### src/core/osc_pkg.sv
// Constants and carrier types for the oscillator select and lock block
package osc_pkg;

  // ****************************************
  // Register map
  // ****************************************
  localparam logic [11:0] OSC_CONTROL_ADDR = 12'h000;
  localparam logic [11:0] OSC_STATUS_ADDR  = 12'h004;
  localparam logic [7:0]  UNLOCK_FIRST     = 8'he7;
  localparam logic [7:0]  UNLOCK_SECOND    = 8'h18;

  // Control fields
  localparam int IPO_EN_BIT    = 7;
  localparam int XTAL_EN_BIT   = 6;
  localparam int WDOG_EN_BIT   = 5;
  localparam int SYS_OSC_FAIL_DETECT_EN_BIT     = 4;
  localparam int WDOG_OSC_FAIL_DETECT_EN_BIT     = 3;
  localparam int SEL_LSB       = 0;
  localparam logic [7:0] OSC_CONTROL_RESET = 8'ha0;

  // Clock source select codes
  typedef enum logic [2:0] {
    SRC_IPO_FAST = 3'b000,
    SRC_IPO_SLOW = 3'b001,
    SRC_CRYSTAL  = 3'b010,
    SRC_EXT_RC   = 3'b011,
    SRC_EXT_CLK  = 3'b100,
    SRC_WDOG     = 3'b101,
    SRC_RSVD6    = 3'b110,
    SRC_RSVD7    = 3'b111
  } clock_src_t;

  typedef struct packed {
    logic       ipo_en;
    logic       crystal_en;
    logic       wdog_en;
    logic       sys_osc_fail_detect_en;
    logic       wdog_osc_fail_detect_en;
    clock_src_t clock_source_select;
  } osc_control_t;

  typedef enum logic [1:0] {
    LK_LOCKED = 2'b00,
    LK_FIRST  = 2'b01,
    LK_OPEN   = 2'b10
  } lock_state_t;

  // ****************************************
  // Timing
  // ****************************************
  localparam int CLK_HZ            = 25_000_000;
  localparam int WDOG_FAIL_CYCLES  = 8004;
  // Primary check: count of 25 MHz reference cycles per system clock period at 1 kHz (two edges)
  localparam int PRI_FAIL_HZ       = 1000;
  localparam int PRI_FAIL_CYCLES   = CLK_HZ / PRI_FAIL_HZ;

endpackage

### src/core/edge_watch.sv
// Edge-loss timer: counts reference cycles since the last edge of a synchronised clock
`timescale 1ns/1ps
`default_nettype none
module edge_watch
  import osc_pkg::*;
#(
  parameter int LIMIT = 8004
) (
  input  wire logic mclk,
  input  wire logic rst_n,
  input  wire logic enable,
  input  wire logic sig_in,
  output logic      fail
);

  logic        s1_reg;
  logic        s2_reg;
  logic        s3_reg;
  logic [31:0] cnt_reg;

  // Two-stage synchroniser; the edge detector compares stage two with stage three
  always_ff @(posedge mclk or negedge rst_n) begin
    if (!rst_n) begin
      s1_reg <= 1'b0;
      s2_reg <= 1'b0;
      s3_reg <= 1'b0;
    end else begin
      s1_reg <= sig_in;
      s2_reg <= s1_reg;
      s3_reg <= s2_reg;
    end
  end

  always_ff @(posedge mclk or negedge rst_n) begin
    if (!rst_n) begin
      cnt_reg <= 32'h0;
      fail    <= 1'b0;
    end else if (!enable || (s2_reg != s3_reg)) begin
      cnt_reg <= 32'h0;
      fail    <= 1'b0;
    end else if (cnt_reg >= 32'(LIMIT - 1)) begin
      fail    <= 1'b1;
    end else begin
      cnt_reg <= cnt_reg + 32'h1;
    end
  end

endmodule
`default_nettype wire

### src/core/oscillator_select_lock.sv
// Oscillator control register with unlock sequence, source select and failure detection
`timescale 1ns/1ps
`default_nettype none
module oscillator_select_lock
  import osc_pkg::*;
#(
  parameter int WDOG_FAIL_LIMIT = WDOG_FAIL_CYCLES,
  parameter int PRI_FAIL_LIMIT  = PRI_FAIL_CYCLES
) (
  input  wire logic        mclk,
  input  wire logic        rst_n,
  input  wire logic        psel,
  input  wire logic        penable,
  input  wire logic        pwrite,
  input  wire logic [11:0] paddr,
  input  wire logic [31:0] pwdata,
  output logic      [31:0] prdata,
  output logic             pready,
  output logic             pslverr,
  input  wire logic        crystal_disable_option,
  input  wire logic [1:0]  ext_osc_mode_option,
  input  wire logic        primary_clk_mon,
  input  wire logic        wdog_clk_mon,
  output logic             ipo_enable,
  output logic             ipo_slow,
  output logic             crystal_enable,
  output logic [1:0]       crystal_mode,
  output logic             wdog_osc_enable,
  output logic [2:0]       clock_source_sel,
  output logic             sys_osc_fail_event,
  output logic             wdog_osc_fail_event
);

  // ****************************************
  // Bus decode
  // ****************************************
  osc_control_t osc_control_reg;
  lock_state_t  lock_reg;
  logic         sys_fail_flag_reg;
  logic         wdog_fail_flag_reg;
  logic         sys_fail_raw;
  logic         wdog_fail_raw;
  logic         sys_fail_d_reg;
  logic         wdog_fail_d_reg;
  logic         wr_ctl;
  logic         wr_sts;
  logic         setup;
  logic         mapped;
  logic [7:0]   wbyte;

  assign setup  = psel && !penable;
  assign mapped = (paddr == OSC_CONTROL_ADDR) || (paddr == OSC_STATUS_ADDR);
  assign wbyte  = pwdata[7:0];
  assign wr_ctl = psel && penable && pready && pwrite && (paddr == OSC_CONTROL_ADDR);
  assign wr_sts = psel && penable && pready && pwrite && (paddr == OSC_STATUS_ADDR);

  // No wait state: ready in the first access cycle
  always_ff @(posedge mclk or negedge rst_n) begin
    if (!rst_n) begin
      pready  <= 1'b0;
      pslverr <= 1'b0;
      prdata  <= 32'h0;
    end else begin
      pready  <= setup;
      pslverr <= setup && !mapped;
      if (setup && !pwrite) begin
        unique case (paddr)
          OSC_CONTROL_ADDR: prdata <= {24'h0, osc_control_reg};
          OSC_STATUS_ADDR:  prdata <= {28'h0, lock_reg, wdog_fail_flag_reg, sys_fail_flag_reg};
          default:          prdata <= 32'h0;
        endcase
      end else begin
        prdata <= 32'h0;
      end
    end
  end

  // ****************************************
  // Unlock tracker
  // ****************************************
  // Other addresses never touch the tracker
  always_ff @(posedge mclk or negedge rst_n) begin
    if (!rst_n) begin
      lock_reg <= LK_LOCKED;
    end else if (wr_ctl) begin
      unique case (lock_reg)
        LK_LOCKED: lock_reg <= (wbyte == UNLOCK_FIRST) ? LK_FIRST : LK_LOCKED;
        LK_FIRST:  lock_reg <= (wbyte == UNLOCK_SECOND) ? LK_OPEN : LK_LOCKED;
        LK_OPEN:   lock_reg <= LK_LOCKED;
        default:   lock_reg <= LK_LOCKED;
      endcase
    end
  end

  // ****************************************
  // Control register
  // ****************************************
  // Reset selects the fast internal oscillator, enabled
  always_ff @(posedge mclk or negedge rst_n) begin
    if (!rst_n) begin
      osc_control_reg <= osc_control_t'(OSC_CONTROL_RESET);
    end else if (sys_fail_raw && !sys_fail_d_reg && osc_control_reg.wdog_en) begin
      // Recovery overrides software; only the source moves
      osc_control_reg.clock_source_select <= SRC_WDOG;
    end else if (wr_ctl && lock_reg == LK_OPEN) begin
      // Whole byte, including the speed choice of the internal oscillator
      osc_control_reg <= osc_control_t'(wbyte);
    end
    // Any other write leaves contents alone
  end

  // ****************************************
  // Failure detection
  // ****************************************
  // Primary monitor loses edges below the threshold rate
  edge_watch #(.LIMIT(PRI_FAIL_LIMIT)) u_pri_watch (
    .mclk   (mclk),
    .rst_n  (rst_n),
    .enable (osc_control_reg.sys_osc_fail_detect_en && !wdog_fail_flag_reg),
    .sig_in (primary_clk_mon),
    .fail   (sys_fail_raw)
  );

  // Watchdog edge loss over the fixed count
  edge_watch #(.LIMIT(WDOG_FAIL_LIMIT)) u_wdog_watch (
    .mclk   (mclk),
    .rst_n  (rst_n),
    .enable (osc_control_reg.wdog_osc_fail_detect_en),
    .sig_in (wdog_clk_mon),
    .fail   (wdog_fail_raw)
  );

  always_ff @(posedge mclk or negedge rst_n) begin
    if (!rst_n) begin
      sys_fail_d_reg  <= 1'b0;
      wdog_fail_d_reg <= 1'b0;
    end else begin
      sys_fail_d_reg  <= sys_fail_raw;
      wdog_fail_d_reg <= wdog_fail_raw;
    end
  end

  // Sticky flags; write one to clear, new event wins over the clear
  always_ff @(posedge mclk or negedge rst_n) begin
    if (!rst_n) begin
      sys_fail_flag_reg  <= 1'b0;
      wdog_fail_flag_reg <= 1'b0;
    end else begin
      if (sys_fail_raw && !sys_fail_d_reg) begin
        sys_fail_flag_reg <= 1'b1;
      end else if (wr_sts && pwdata[0]) begin
        sys_fail_flag_reg <= 1'b0;
      end
      if (wdog_fail_raw && !wdog_fail_d_reg) begin
        wdog_fail_flag_reg <= 1'b1;
      end else if (wr_sts && pwdata[1]) begin
        wdog_fail_flag_reg <= 1'b0;
      end
    end
  end

  // ****************************************
  // Outputs
  // ****************************************
  always_ff @(posedge mclk or negedge rst_n) begin
    if (!rst_n) begin
      ipo_enable          <= 1'b1;
      ipo_slow            <= 1'b0;
      crystal_enable      <= 1'b0;
      crystal_mode        <= 2'b00;
      wdog_osc_enable     <= 1'b1;
      clock_source_sel    <= 3'b000;
      sys_osc_fail_event  <= 1'b0;
      wdog_osc_fail_event <= 1'b0;
    end else begin
      ipo_enable          <= osc_control_reg.ipo_en;
      ipo_slow            <= osc_control_reg.clock_source_select == SRC_IPO_SLOW;
      // Disable option low forces the crystal on, so no wait is needed
      crystal_enable      <= osc_control_reg.crystal_en || !crystal_disable_option;
      crystal_mode        <= ext_osc_mode_option;
      wdog_osc_enable     <= osc_control_reg.wdog_en;
      clock_source_sel    <= osc_control_reg.clock_source_select;
      sys_osc_fail_event  <= sys_fail_raw && !sys_fail_d_reg;
      wdog_osc_fail_event <= wdog_fail_raw && !wdog_fail_d_reg;
    end
  end
endmodule
`default_nettype wire

### config.mk
export PLATFORM = sky130hd
export DESIGN_NAME = oscillator_select_lock
export DESIGN_NICKNAME = d
export VERILOG_FILES = /design/src/core/osc_pkg.sv /design/src/core/edge_watch.sv /design/src/core/oscillator_select_lock.sv
export SDC_FILE = /design/constraint.sdc
export NUM_CORES = 1
export LEC_CHECK = 0
export BUFFER_PORTS_ARGS = -buffer_cell sky130_fd_sc_hd__buf_2
export CELL_PAD_IN_SITES_DETAIL_PLACEMENT = 0
export CELL_PAD_IN_SITES_GLOBAL_PLACEMENT = 1
export CORE_MARGIN = 3
export CORE_UTILIZATION = 38
export DETAILED_ROUTE_END_ITERATION = 12
export PLACE_DENSITY = 0.75
export SLEW_MARGIN = 20
export SYNTH_ARGS = -nofsm -noshare
export SYNTH_HDL_FRONTEND = slang
export SYNTH_SLANG_ARGS = --single-unit
### constraint.sdc
create_clock -name mclk -period 2 [get_ports mclk]
set_input_delay 0.5 -clock mclk [delete_from_list [all_inputs] [get_ports mclk]]
set_output_delay 0.5 -clock mclk [all_outputs]
set_load 0.02 [all_outputs]
# Yosys cells after proc, flatten, opt, wreduce, memory -nomap -nowiden

Index checks and enable logic that the tools add are counted.

Input bits: 54
Word-level logic and storage cells: 102
Register bits: 131

Bitwise logic cells: 1
Magnitude comparators: 2
$add $sub $neg: 2
Equal/unequal tests: 10
Multiplexer cells: 19
Reduce and logical (&&, ||, !) cells: 36

Operators with widths:

| kind                                                                    | number |
|---|---|
| 32-bit 2-to-1 mux                                                       | 4 |
| 32-bit by 1-bit adder with 32-bit output, second input constant         | 2 |
| 32-bit by 13-bit >= comparator with 1-bit output, second input constant | 1 |
| 32-bit by 15-bit >= comparator with 1-bit output, second input constant | 1 |
| 8-bit one-hot mux with 2 select lines                                   | 1 |
| 1-bit logical AND                                                       | 15 |
| 12-bit by 3-bit equality test with 1-bit output, second input constant  | 1 |
| 12-bit logical NOT                                                      | 1 |
| 2-bit nonzero test                                                      | 5 |
| 1-bit logical NOT                                                       | 9 |
| 1-bit 2-to-1 mux                                                        | 9 |
| 8-bit by 5-bit equality test with 1-bit output, second input constant   | 1 |
| 8-bit equality test, second input constant                              | 1 |
| 8-bit 2-to-1 mux                                                        | 1 |
| 3-bit 2-to-1 mux                                                        | 2 |
| 1-bit logical OR                                                        | 4 |
| 2-bit by 1-bit != test with 1-bit output, second input constant         | 2 |
| 2-bit one-hot mux with 2 select lines                                   | 1 |
| 3-bit by 1-bit equality test with 1-bit output, second input constant   | 1 |
| 2-bit by 1-bit equality test with 1-bit output, second input constant   | 1 |
| 2-bit equality test, second input constant                              | 1 |
| 2-bit logical NOT                                                       | 1 |
| 2-bit 2-to-1 mux                                                        | 1 |
| 1-bit != test                                                           | 2 |
| other kinds (2)                                                         | 2 |

# Longest topological paths before layout

Gate-level depths: netlist (run 1).

Depth in word-level cells: 7
Mapped depth: 8

# By module

Synthesis (run 1) repeated with hierarchy kept, for this count alone.

Cells, all modules: 394
Area, all modules: 4650.7 sq um

Modules (own cells, without submodules):

| module                     | instances | area each (sq um) | cells an instance |
|---|---|---|---|
| edge_watch at u_wdog_watch | 1         | 1565.3            | 131 |
| oscillator_select_lock     | 1         | 1559.0            | 123 |
| edge_watch at u_pri_watch  | 1         | 1526.5            | 140 |

# Worst setup path after synthesis (run 1)

Ideal clock, no wire load.

Path kind: register -> register
Start: register u_pri_watch.cnt_reg[0]
End: register u_pri_watch.cnt_reg[7]
Period minus slack after synthesis: 2.156 ns
Setup time: 0.078 ns
Arrival: 2.078 ns
Buffers on the path: 1
Setup slack: -0.156 ns
Stages on the path, launching flop included: 8
Path through: dfrtp_1 > ha_1 > a2111oi_2 > nor4_1 > or3_1 > clkbuf_1 > or4_1 > a21oi_1

Cells in the longest elaborated chain, start to end: 3
Elaborated cells between the ends (all ways): 5
Classes of those cells: add/sub: 1; order compare: 1; eq/ne: 1; mux: 2

Ends and longest elaborated chain:

| item                                     | line             | source |
|---|---|---|
| start, declared                          | edge_watch.sv:19 | `logic [31:0] cnt_reg;` |
| start signal, assigned                   | edge_watch.sv:44 | `cnt_reg <= cnt_reg + 32'h1;` |
| 32-bit by 1-bit adder with 32-bit output | edge_watch.sv:44 |  |
| 32-bit 2-to-1 mux                        | edge_watch.sv:41 | `end else if (cnt_reg >= 32'(LIMIT - 1)) begin` |
| 32-bit 2-to-1 mux                        | edge_watch.sv:38 | `end else if (!enable \|\| (s2_reg != s3_reg)) begin` |

Several ways; a longest one is shown, not always the timed one. The select of a mux whose other input is x is not followed.
A chain may end at the register's enable or synchronous reset.

# Worst setup path in the final report (run 1)

Start: register u_pri_watch.cnt_reg[1]
End: register u_pri_watch.cnt_reg[5]

Same word-level chain as after synthesis.

==> flow_summary_export.csv, run 1 <==
group,metric,value,unit
timing,final.hold.worst_slack,85.7,ps
routing,postRouteWirelength,9490,um
timing,timing.final.crit_share,1.06,
die,die_height,115,um
setup_path,critical_path_arrival,2390,ps
die,initial_utilization,0.391,
die,design.portCount,99,
synthesis,seq_area_frac_synth,0.596,
synthesis,yosysWarningCount,0,
setup_path,crit-reg2reg-capture,"u_pri_watch.cnt_reg[5]$_DFFE_PN0P_",
die,die_w,115,um
cells_and_area,multi_input_comb_area,0.00179,mm^2
cts,clkLatencyLatePin,340,ps
setup_path,critical_path.startpoint_type,"register",
synthesis,ys_async_sr_fraction,1.00,
synthesis,netlist_area,0.00450,mm^2
routing,avgViaCountPerCell,5.14,
timing,unrepaired_setup_endpoints_after_global_routing,"true",
timing,worst_clock_skew,10.3,ps
cells_and_area,final_cells,635,
routing,detail_route.drc_violations,0,
synthesis,post_synth_fa_ha_maj_area_fraction,0.00556,
place,port_buffers,50,
setup_path,cp_data_required_time,2270,ps
timing,slew_violations,0,
global_route,first_global_vias,3333,
setup_path,crit_path_start,"u_pri_watch.cnt_reg[1]$_DFFE_PN0P_",
cells_and_area,final_nets,543,
setup_path,slowest_stage,"or4_1",
setup_path,critical_path.reg2reg.startpoint,"u_pri_watch.cnt_reg[1]$_DFFE_PN0P_",
routing,detailedRoute.firstIterationViolations,151,
pwr,vdd.ir_drop.worst,339,uV
cells_and_area,layout.filler_cells,1068,
setup_path,cell_depth_of_the_worst_flop_to_flop_path,6,
timing,setup_slack,-112,ps
place,finalWeightedCongestion,0.862,
setup_path,reg2reg_setup_slack,-110,ps
cts,cts.reportedPaths.clkPinSlew,80,ps
cells_and_area,antenna-diode-count,0,
global_route,grt_remaining_overflow,0,
synthesis,synth_compound_area_frac,0.0578,
cts,post_cts_buffers,0,
setup_path,path_cells,"ha_4 > a2111oi_4 > nor4_2 > or3_4 > or4_1 > a21oi_1",
min_path,hold_path_class,"input port to async pin",
pwr,comb_power_share,0.040,
routing,via_count,3264,
cts,tritoncts_clock_tree,"done",
die,die_area,0.0132,mm^2
pwr,power_leakage,2.75,nW
cells_and_area,layout-drive-gt1-share,0.291,
synthesis,synth_top_family_by_area,"simple AND/OR/NAND/NOR gates",
place,detailedPlacementHpwl,6750,um
global_route,grt_use_total,0.153,
pwr,power-per-cell-area,748,mW/mm^2
pwr,p_sw,0.000948,W
pwr,share_of_total_power_in_sequential_cells,0.524,
routing,final_antenna_net_count,0,
job,maxCapViolCount,0,
global_route,grt_antenna_before_repair,0,
cts,h-tree-depth,3,
cts,cts.sinks,107,
synthesis,synthSimpleGateAreaFrac,0.233,
routing,number_of_detailed_route_iterations_in_the_first_pass,5,
synthesis,postSynth.topFlopCell,"dfrtp_1",
global_route,global_route_wire_length_before_repair,16100,um
setup_path,critPathMaxStageDelay,490,ps
cells_and_area,area.growth.synth_to_final,23.3,%
place,dpl.cell_count,618,
status,failed_checks,"setup timing",
pwr,internal_power_of_the_cells,0.00321,W
cts,tritoncts.num_buffers,9,
die,core.rowCount,39,
setup_path,worstPathMaxFanout,5,
timing,final_period_minus_worst_setup_slack,2110,ps
timing,timing_hold_violations_final,0,
pwr,share_clk_of_total_power,0.435,
cells_and_area,register_area,0.00268,mm^2
cts,cts_buffer_depth,2,
die,fp.coreArea,0.0115,mm^2
setup_path,timing.critical_path.to_type,"register",
timing,final-setup-viol-count,8,
synthesis,synth_seq_cells,107,
cts,cts_root_buffer,"clkbuf_16",
pwr,finalPower,0.00415,W
place,post_dp_cell_area,0.00514,mm^2
cells_and_area,final_area,0.00555,mm^2
cts,cts_hold_repair.buffers,0,
synthesis,synth-edff-count,0,
synthesis,postSynthAreaPerCell,11.3,um^2
synthesis,yosys.area_share.xor_xnor,0.0195,
global_route,grt_start_max_net_pins,36,
pwr,power.switching_fraction,0.228,
routing,wire_length_per_cell,14.9,um
status,run_status,"complete, but fails checks",
place,post-place-ws,-203,ps
synthesis,synth.area.mux_share,0.0322,
timing,fmax,0.473,GHz
synthesis,synth_cells,399,
setup_path,setup.worst_path.class,"register to register",
synthesis,synth_cell_type_count,47,
-- through the flow --
stage | utilization | TNS [ps]
6_report | 0.482 | -547
5_1_grt | 0.482 | -1340
4_1_cts | 0.479 | -530
3_5_place_dp | 0.446 | -1960
3_3_place_gp | 0.446 | -1200
2_1_floorplan | - | -144
-- synth_stat cells (all sizes together), types with 3 or more instances --
library cell | n | area share
a21oi | 13 | 0.014
a31o | 5 | 0.0097
and2 | 24 | 0.033
and3 | 23 | 0.032
buf | 25 | 0.041
clkbuf | 12 | 0.010
dfrtp | 103 | 0.57
dfstp | 4 | 0.023
inv | 4 | 0.0033
mux2 | 4 | 0.010
mux2i | 10 | 0.022
nand2 | 27 | 0.023
nand2b | 5 | 0.0069
nand3 | 13 | 0.014
nand4 | 11 | 0.017
nor2 | 30 | 0.025
nor3 | 8 | 0.0089
nor4 | 17 | 0.029
nor4b | 3 | 0.0058
o21ai | 9 | 0.010
o31ai | 4 | 0.0067
or3 | 10 | 0.015
or4 | 5 | 0.0092
xnor2 | 10 | 0.019
-- worst max-delay path, delay by kind of cell, from the launching register on --
family          cells  cell delay, ps
compound gates      2             450
simple gates        3             980
flops               1             410
fa+ha+maj           1             180
-- cells in the final DEF (no fill, tap or decap), types with 7 or more instances in the layout --
| master | n |
|---|---|
| a21oi_1 | 11 |
| and2_1 | 23 |
| and3_1 | 23 |
| buf_2 | 49 |
| buf_4 | 38 |
| clkbuf_16 | 9 |
| conb_1 | 24 |
| dfrtp_1 | 103 |
| mux2i_1 | 10 |
| nand2_1 | 27 |
| nand3_1 | 13 |
| nand4_1 | 10 |
| nor2_1 | 30 |
| nor3_1 | 8 |
| nor4_1 | 8 |
| o21ai_0 | 8 |
| or3_1 | 7 |
| xnor2_1 | 10 |
-- power by group through the flow --
stage	combinational (W)	sequential [W]	clock, W
2_1_floorplan	0.0000988	0.00223	0
3_3_place_gp	0.000165	0.00222	0
3_5_place_dp	0.000170	0.00222	0
4_1_cts	0.000170	0.00218	0.00187
5_1_grt	0.000188	0.00218	0.00196
6_report	0.000167	0.00218	0.00181
-- routing by layer --
layer / track usage / up-vias / part of all wire
met5: 0 / - / 0
met4: 0.0509 / 0 / 0.017
li1: - / 1547 / -
met1: 0.201 / 1636 / 0.45
met3: 0.0416 / 16 / 0.037
met2: 0.244 / 65 / 0.50
-- layout make-up --
| type | instances | area share |
|---|---|---|
| sequential | 107 | 0.483 |
| multi-input combinational | 275 | 0.323 |
| timing repair buffer | 90 | 0.103 |
| clock buffer | 9 | 0.0406 |
| tap | 143 | 0.0322 |
| clock inverter | 7 | 0.0153 |
| inverter | 4 | 0.00270 |
-- worst max path at each step --
stage / end / depth (start not counted)
global route: u_pri_watch.cnt_reg[7]$_DFFE_PN0P_ / 6
detailed placement: u_pri_watch.cnt_reg[10]$_DFFE_PN0P_ / 7
finish: u_pri_watch.cnt_reg[5]$_DFFE_PN0P_ / 6
global placement: u_pri_watch.cnt_reg[10]$_DFFE_PN0P_ / 7
CTS: u_pri_watch.cnt_reg[7]$_DFFE_PN0P_ / 6
floorplan: u_pri_watch.cnt_reg[7]$_DFFE_PN0P_ / 7
-- cell families (layout without fill, tap and decap cells) --
kind of cell | count (synthesis) | count (layout)
adders and majority gates | 2 | 2
and+or+nand+nor | 184 | 185
buffers and inverters | 41 | 110
xor gates and xnor gates | 10 | 10
other | 1 | 24
AOI/OAI and AO/OA | 40 | 40
DFF | 107 | 107
muxes | 14 | 14
-- timing repair --
action                     in CTS  in global routing
pin swaps                      10                  2
gates cloned                    1                  0
resized for setup              13                  6
setup endpoints to repair      12                 15
(Power assumes the default switching activity.)
==> run 2, diff against run 1 <==
--- a/config.mk
+++ b/config.mk
@@ -11,6 +11,7 @@
 export CORE_MARGIN = 3
 export CORE_UTILIZATION = 38
 export DETAILED_ROUTE_END_ITERATION = 12
+export GPL_TIMING_DRIVEN = 0
 export PLACE_DENSITY = 0.75
 export SLEW_MARGIN = 20
 export SYNTH_ARGS = -nofsm -noshare
==> run 2 against run 1 <==
Against the previous run:
- the flow still finishes with violations (setup timing)
- non-clock buffer count increased by 14
- largest cell class unchanged
- worst hold slack got worse by 39 ps
- highest routed layer unchanged
- via count decreased by 2.3%
- cell count increased by 2.0%
- worst setup slack improved by 4.7 ps
- sequential share of layout area decreased by 1.9 points
==> flow_summary_export.csv, run 2 (synthesis results as in run 1) <==
group,metric,value,unit
timing,unrepaired_setup_endpoints_after_global_routing,"true",
die,die_area,0.0132,mm^2
timing,final_period_minus_worst_setup_slack,2110,ps
cells_and_area,area.growth.synth_to_final,28.5,%
routing,detail_route.drc_violations,0,
timing,setup_slack,-107,ps
routing,wire_length_per_cell,14.3,um
timing,worst_slew_pin_slew,570,ps
place,post_dp_cell_area,0.00508,mm^2
place,finalWeightedCongestion,0.829,
timing,max-slew-margin-rel,0.620,
setup_path,timing.critical_path.to_type,"register",
cts,cts_buffer_depth,2,
setup_path,cp_data_required_time,2270,ps
die,fp.coreArea,0.0115,mm^2
cells_and_area,layout-drive-gt1-share,0.313,
timing,timing_hold_violations_final,0,
setup_path,setup.worst_path.class,"register to register",
global_route,gr-max-usage-layer,"met2",
routing,postRouteWirelength,9290,um
place,detailedPlacementHpwl,6260,um
setup_path,critical_path_arrival,2380,ps
global_route,global_route.usage.met1,0.210,
global_route,first_global_vias,3064,
pwr,power-per-cell-area,778,mW/mm^2
cells_and_area,final_area,0.00578,mm^2
routing,avgViaCountPerCell,4.92,
cells_and_area,antenna-diode-count,0,
setup_path,worstPathMaxFanout,7,
cts,cts_hold_repair.buffers,0,
cells_and_area,most-common-layout-cells,"dfrtp_1 (103), buf_2 (48), buf_4 (40)",
die,initial_utilization,0.391,
global_route,gr-usage-met2,0.222,
setup_path,critical_path.startpoint_type,"register",
cts,clkLatencyLatePin,340,ps
pwr,vdd.ir_drop.worst,479,uV
place,port_buffers,49,
global_route,global_route.usage.met3,0.0353,
place,post-place-ws,-301,ps
routing,via_count,3188,
cells_and_area,most_common_cell_after_layout_fill_and_taps_aside,"dfrtp_1",
timing,final-setup-viol-count,8,
timing,slew_violations,0,
routing,detailedRoute.firstIterationViolations,185,
routing,final_antenna_net_count,0,
die,die_w,115,um
timing,fmax,0.475,GHz
cells_and_area,final_nets,556,
status,failed_checks,"setup timing",
die,design.portCount,99,
global_route,global_route_wire_length_before_repair,15500,um
job,maxCapViolCount,0,
cts,tritoncts.num_buffers,9,
timing,worst_clock_skew,6.81,ps
routing,number_of_detailed_route_iterations_in_the_first_pass,4,
setup_path,path_cells,"ha_4 > a2111oi_4 > nor4_2 > or3_4 > or4_4 > a21oi_2",
status,run_status,"complete, but fails checks",
global_route,grt_start_max_net_pins,72,
die,core.rowCount,39,
cts,tritoncts_clock_tree,"done",
setup_path,slowest_stage,"or4_4",
die,die_height,115,um
cts,cts.reportedPaths.clkPinSlew,70,ps
global_route,grt_use_total,0.147,
cts,h-tree-depth,3,
pwr,power_leakage,2.83,nW
min_path,hold_path_class,"input port to async pin",
cts,cts_root_buffer,"clkbuf_16",
cells_and_area,final_core_util,0.502,
global_route,grt_antenna_before_repair,0,
setup_path,critPathMaxStageDelay,520,ps
cts,cts.sinks,107,
timing,timing.final.crit_share,1.05,
global_route,grt_remaining_overflow,0,
[run 2: changes by cell type in the layout (fill, tap and decap cells not counted), moves of 2 or more]
cell	delta
nor3_2	+2
nor4_4	+2
bufinv_16	+3
buf_6	+3
nor4b_2	+2
nor3_1	-3
buf_4	+2
clkbuf_1	+10
o21ai_0	-2
nor4b_1	-2
[run 2: area by class of cell]
| cell class | count | area [um^2] |
|---|---|---|
| clock buffer | 10 | 229 |
| timing repair buffer | 68 | 422 |
| clock inverter | 6 | 136 |
| sequential | 107 | 2680 |
| tap | 143 | 179 |
| multi-input combinational | 274 | 1880 |
| fill | 1040 | 5730 |
| buffer | 36 | 244 |
| inverter | 4 | 15.0 |
[run 2: worst paths after layout]
path | start | endpoint | slack [ps] | cells after the start
max reg2reg | u_pri_watch.cnt_reg[1]$_DFFE_PN0P_ | u_pri_watch.cnt_reg[7]$_DFFE_PN0P_ | -110 | 6
min in group mclk | ext_osc_mode_option[0] | crystal_mode[0]$_DFF_PN0_ | 260 | 1
min | rst_n | crystal_mode[0]$_DFF_PN0_ | 50 | 1
max | u_pri_watch.cnt_reg[1]$_DFFE_PN0P_ | u_pri_watch.cnt_reg[7]$_DFFE_PN0P_ | -110 | 6
max in group asynchronous | rst_n | osc_control_reg[7]$_DFFE_PN1P_ | 1290 | 2
min reg2reg | u_wdog_watch.s1_reg$_DFF_PN0_ | u_wdog_watch.s2_reg$_DFF_PN0_ | 350 | 0
[run 2: timing repair]
| item | in CTS | in global routing |
|---|---|---|
| setup buffers | 9 | 9 |
| gates cloned | 0 | 0 |
| pin swaps | 5 | 14 |
| resized for setup | 8 | 37 |
| setup endpoints to repair | 21 | 27 |
[run 2: routing by layer]
layer / part of all wire / routed length (um) / up-vias
met1: 0.47 / 4340 / 1548
met4: 0.017 / 154 / 0
met3: 0.030 / 283 / 13
met5: 0 / 0 / -
met2: 0.49 / 4510 / 53
li1: - / - / 1574
[run 2: power by group]
part / internal, W / switching, W / total (W)
clock network: 0.00135 / 0.000765 / 0.00212
registers: 0.00217 / 0.00000491 / 0.00218
logic: 0.0000719 / 0.000129 / 0.000201
total: 0.00360 / 0.000899 / 0.00450
[run 2: per-stage QoR]
stage	power, W	cells	setup TNS [ps]	hold slack, ps
2_1_floorplan	0.00233	422	-144	204
3_3_place_gp	0.00241	614	-75970	336
3_5_place_dp	0.00242	615	-4050	339
4_1_cts	0.00456	639	-433	52.1
5_1_grt	0.00468	648	-1200	67.6
6_report	0.00450	648	-473	46.4
[run 2: worst max-delay path: cells and delay by family, from the launching register on]
family	cells	cell delay, ps
AOI/OAI and AO/OA	2	420
and+or+nand+nor	3	1010
DFF	1	410
adders and majority gates	1	180
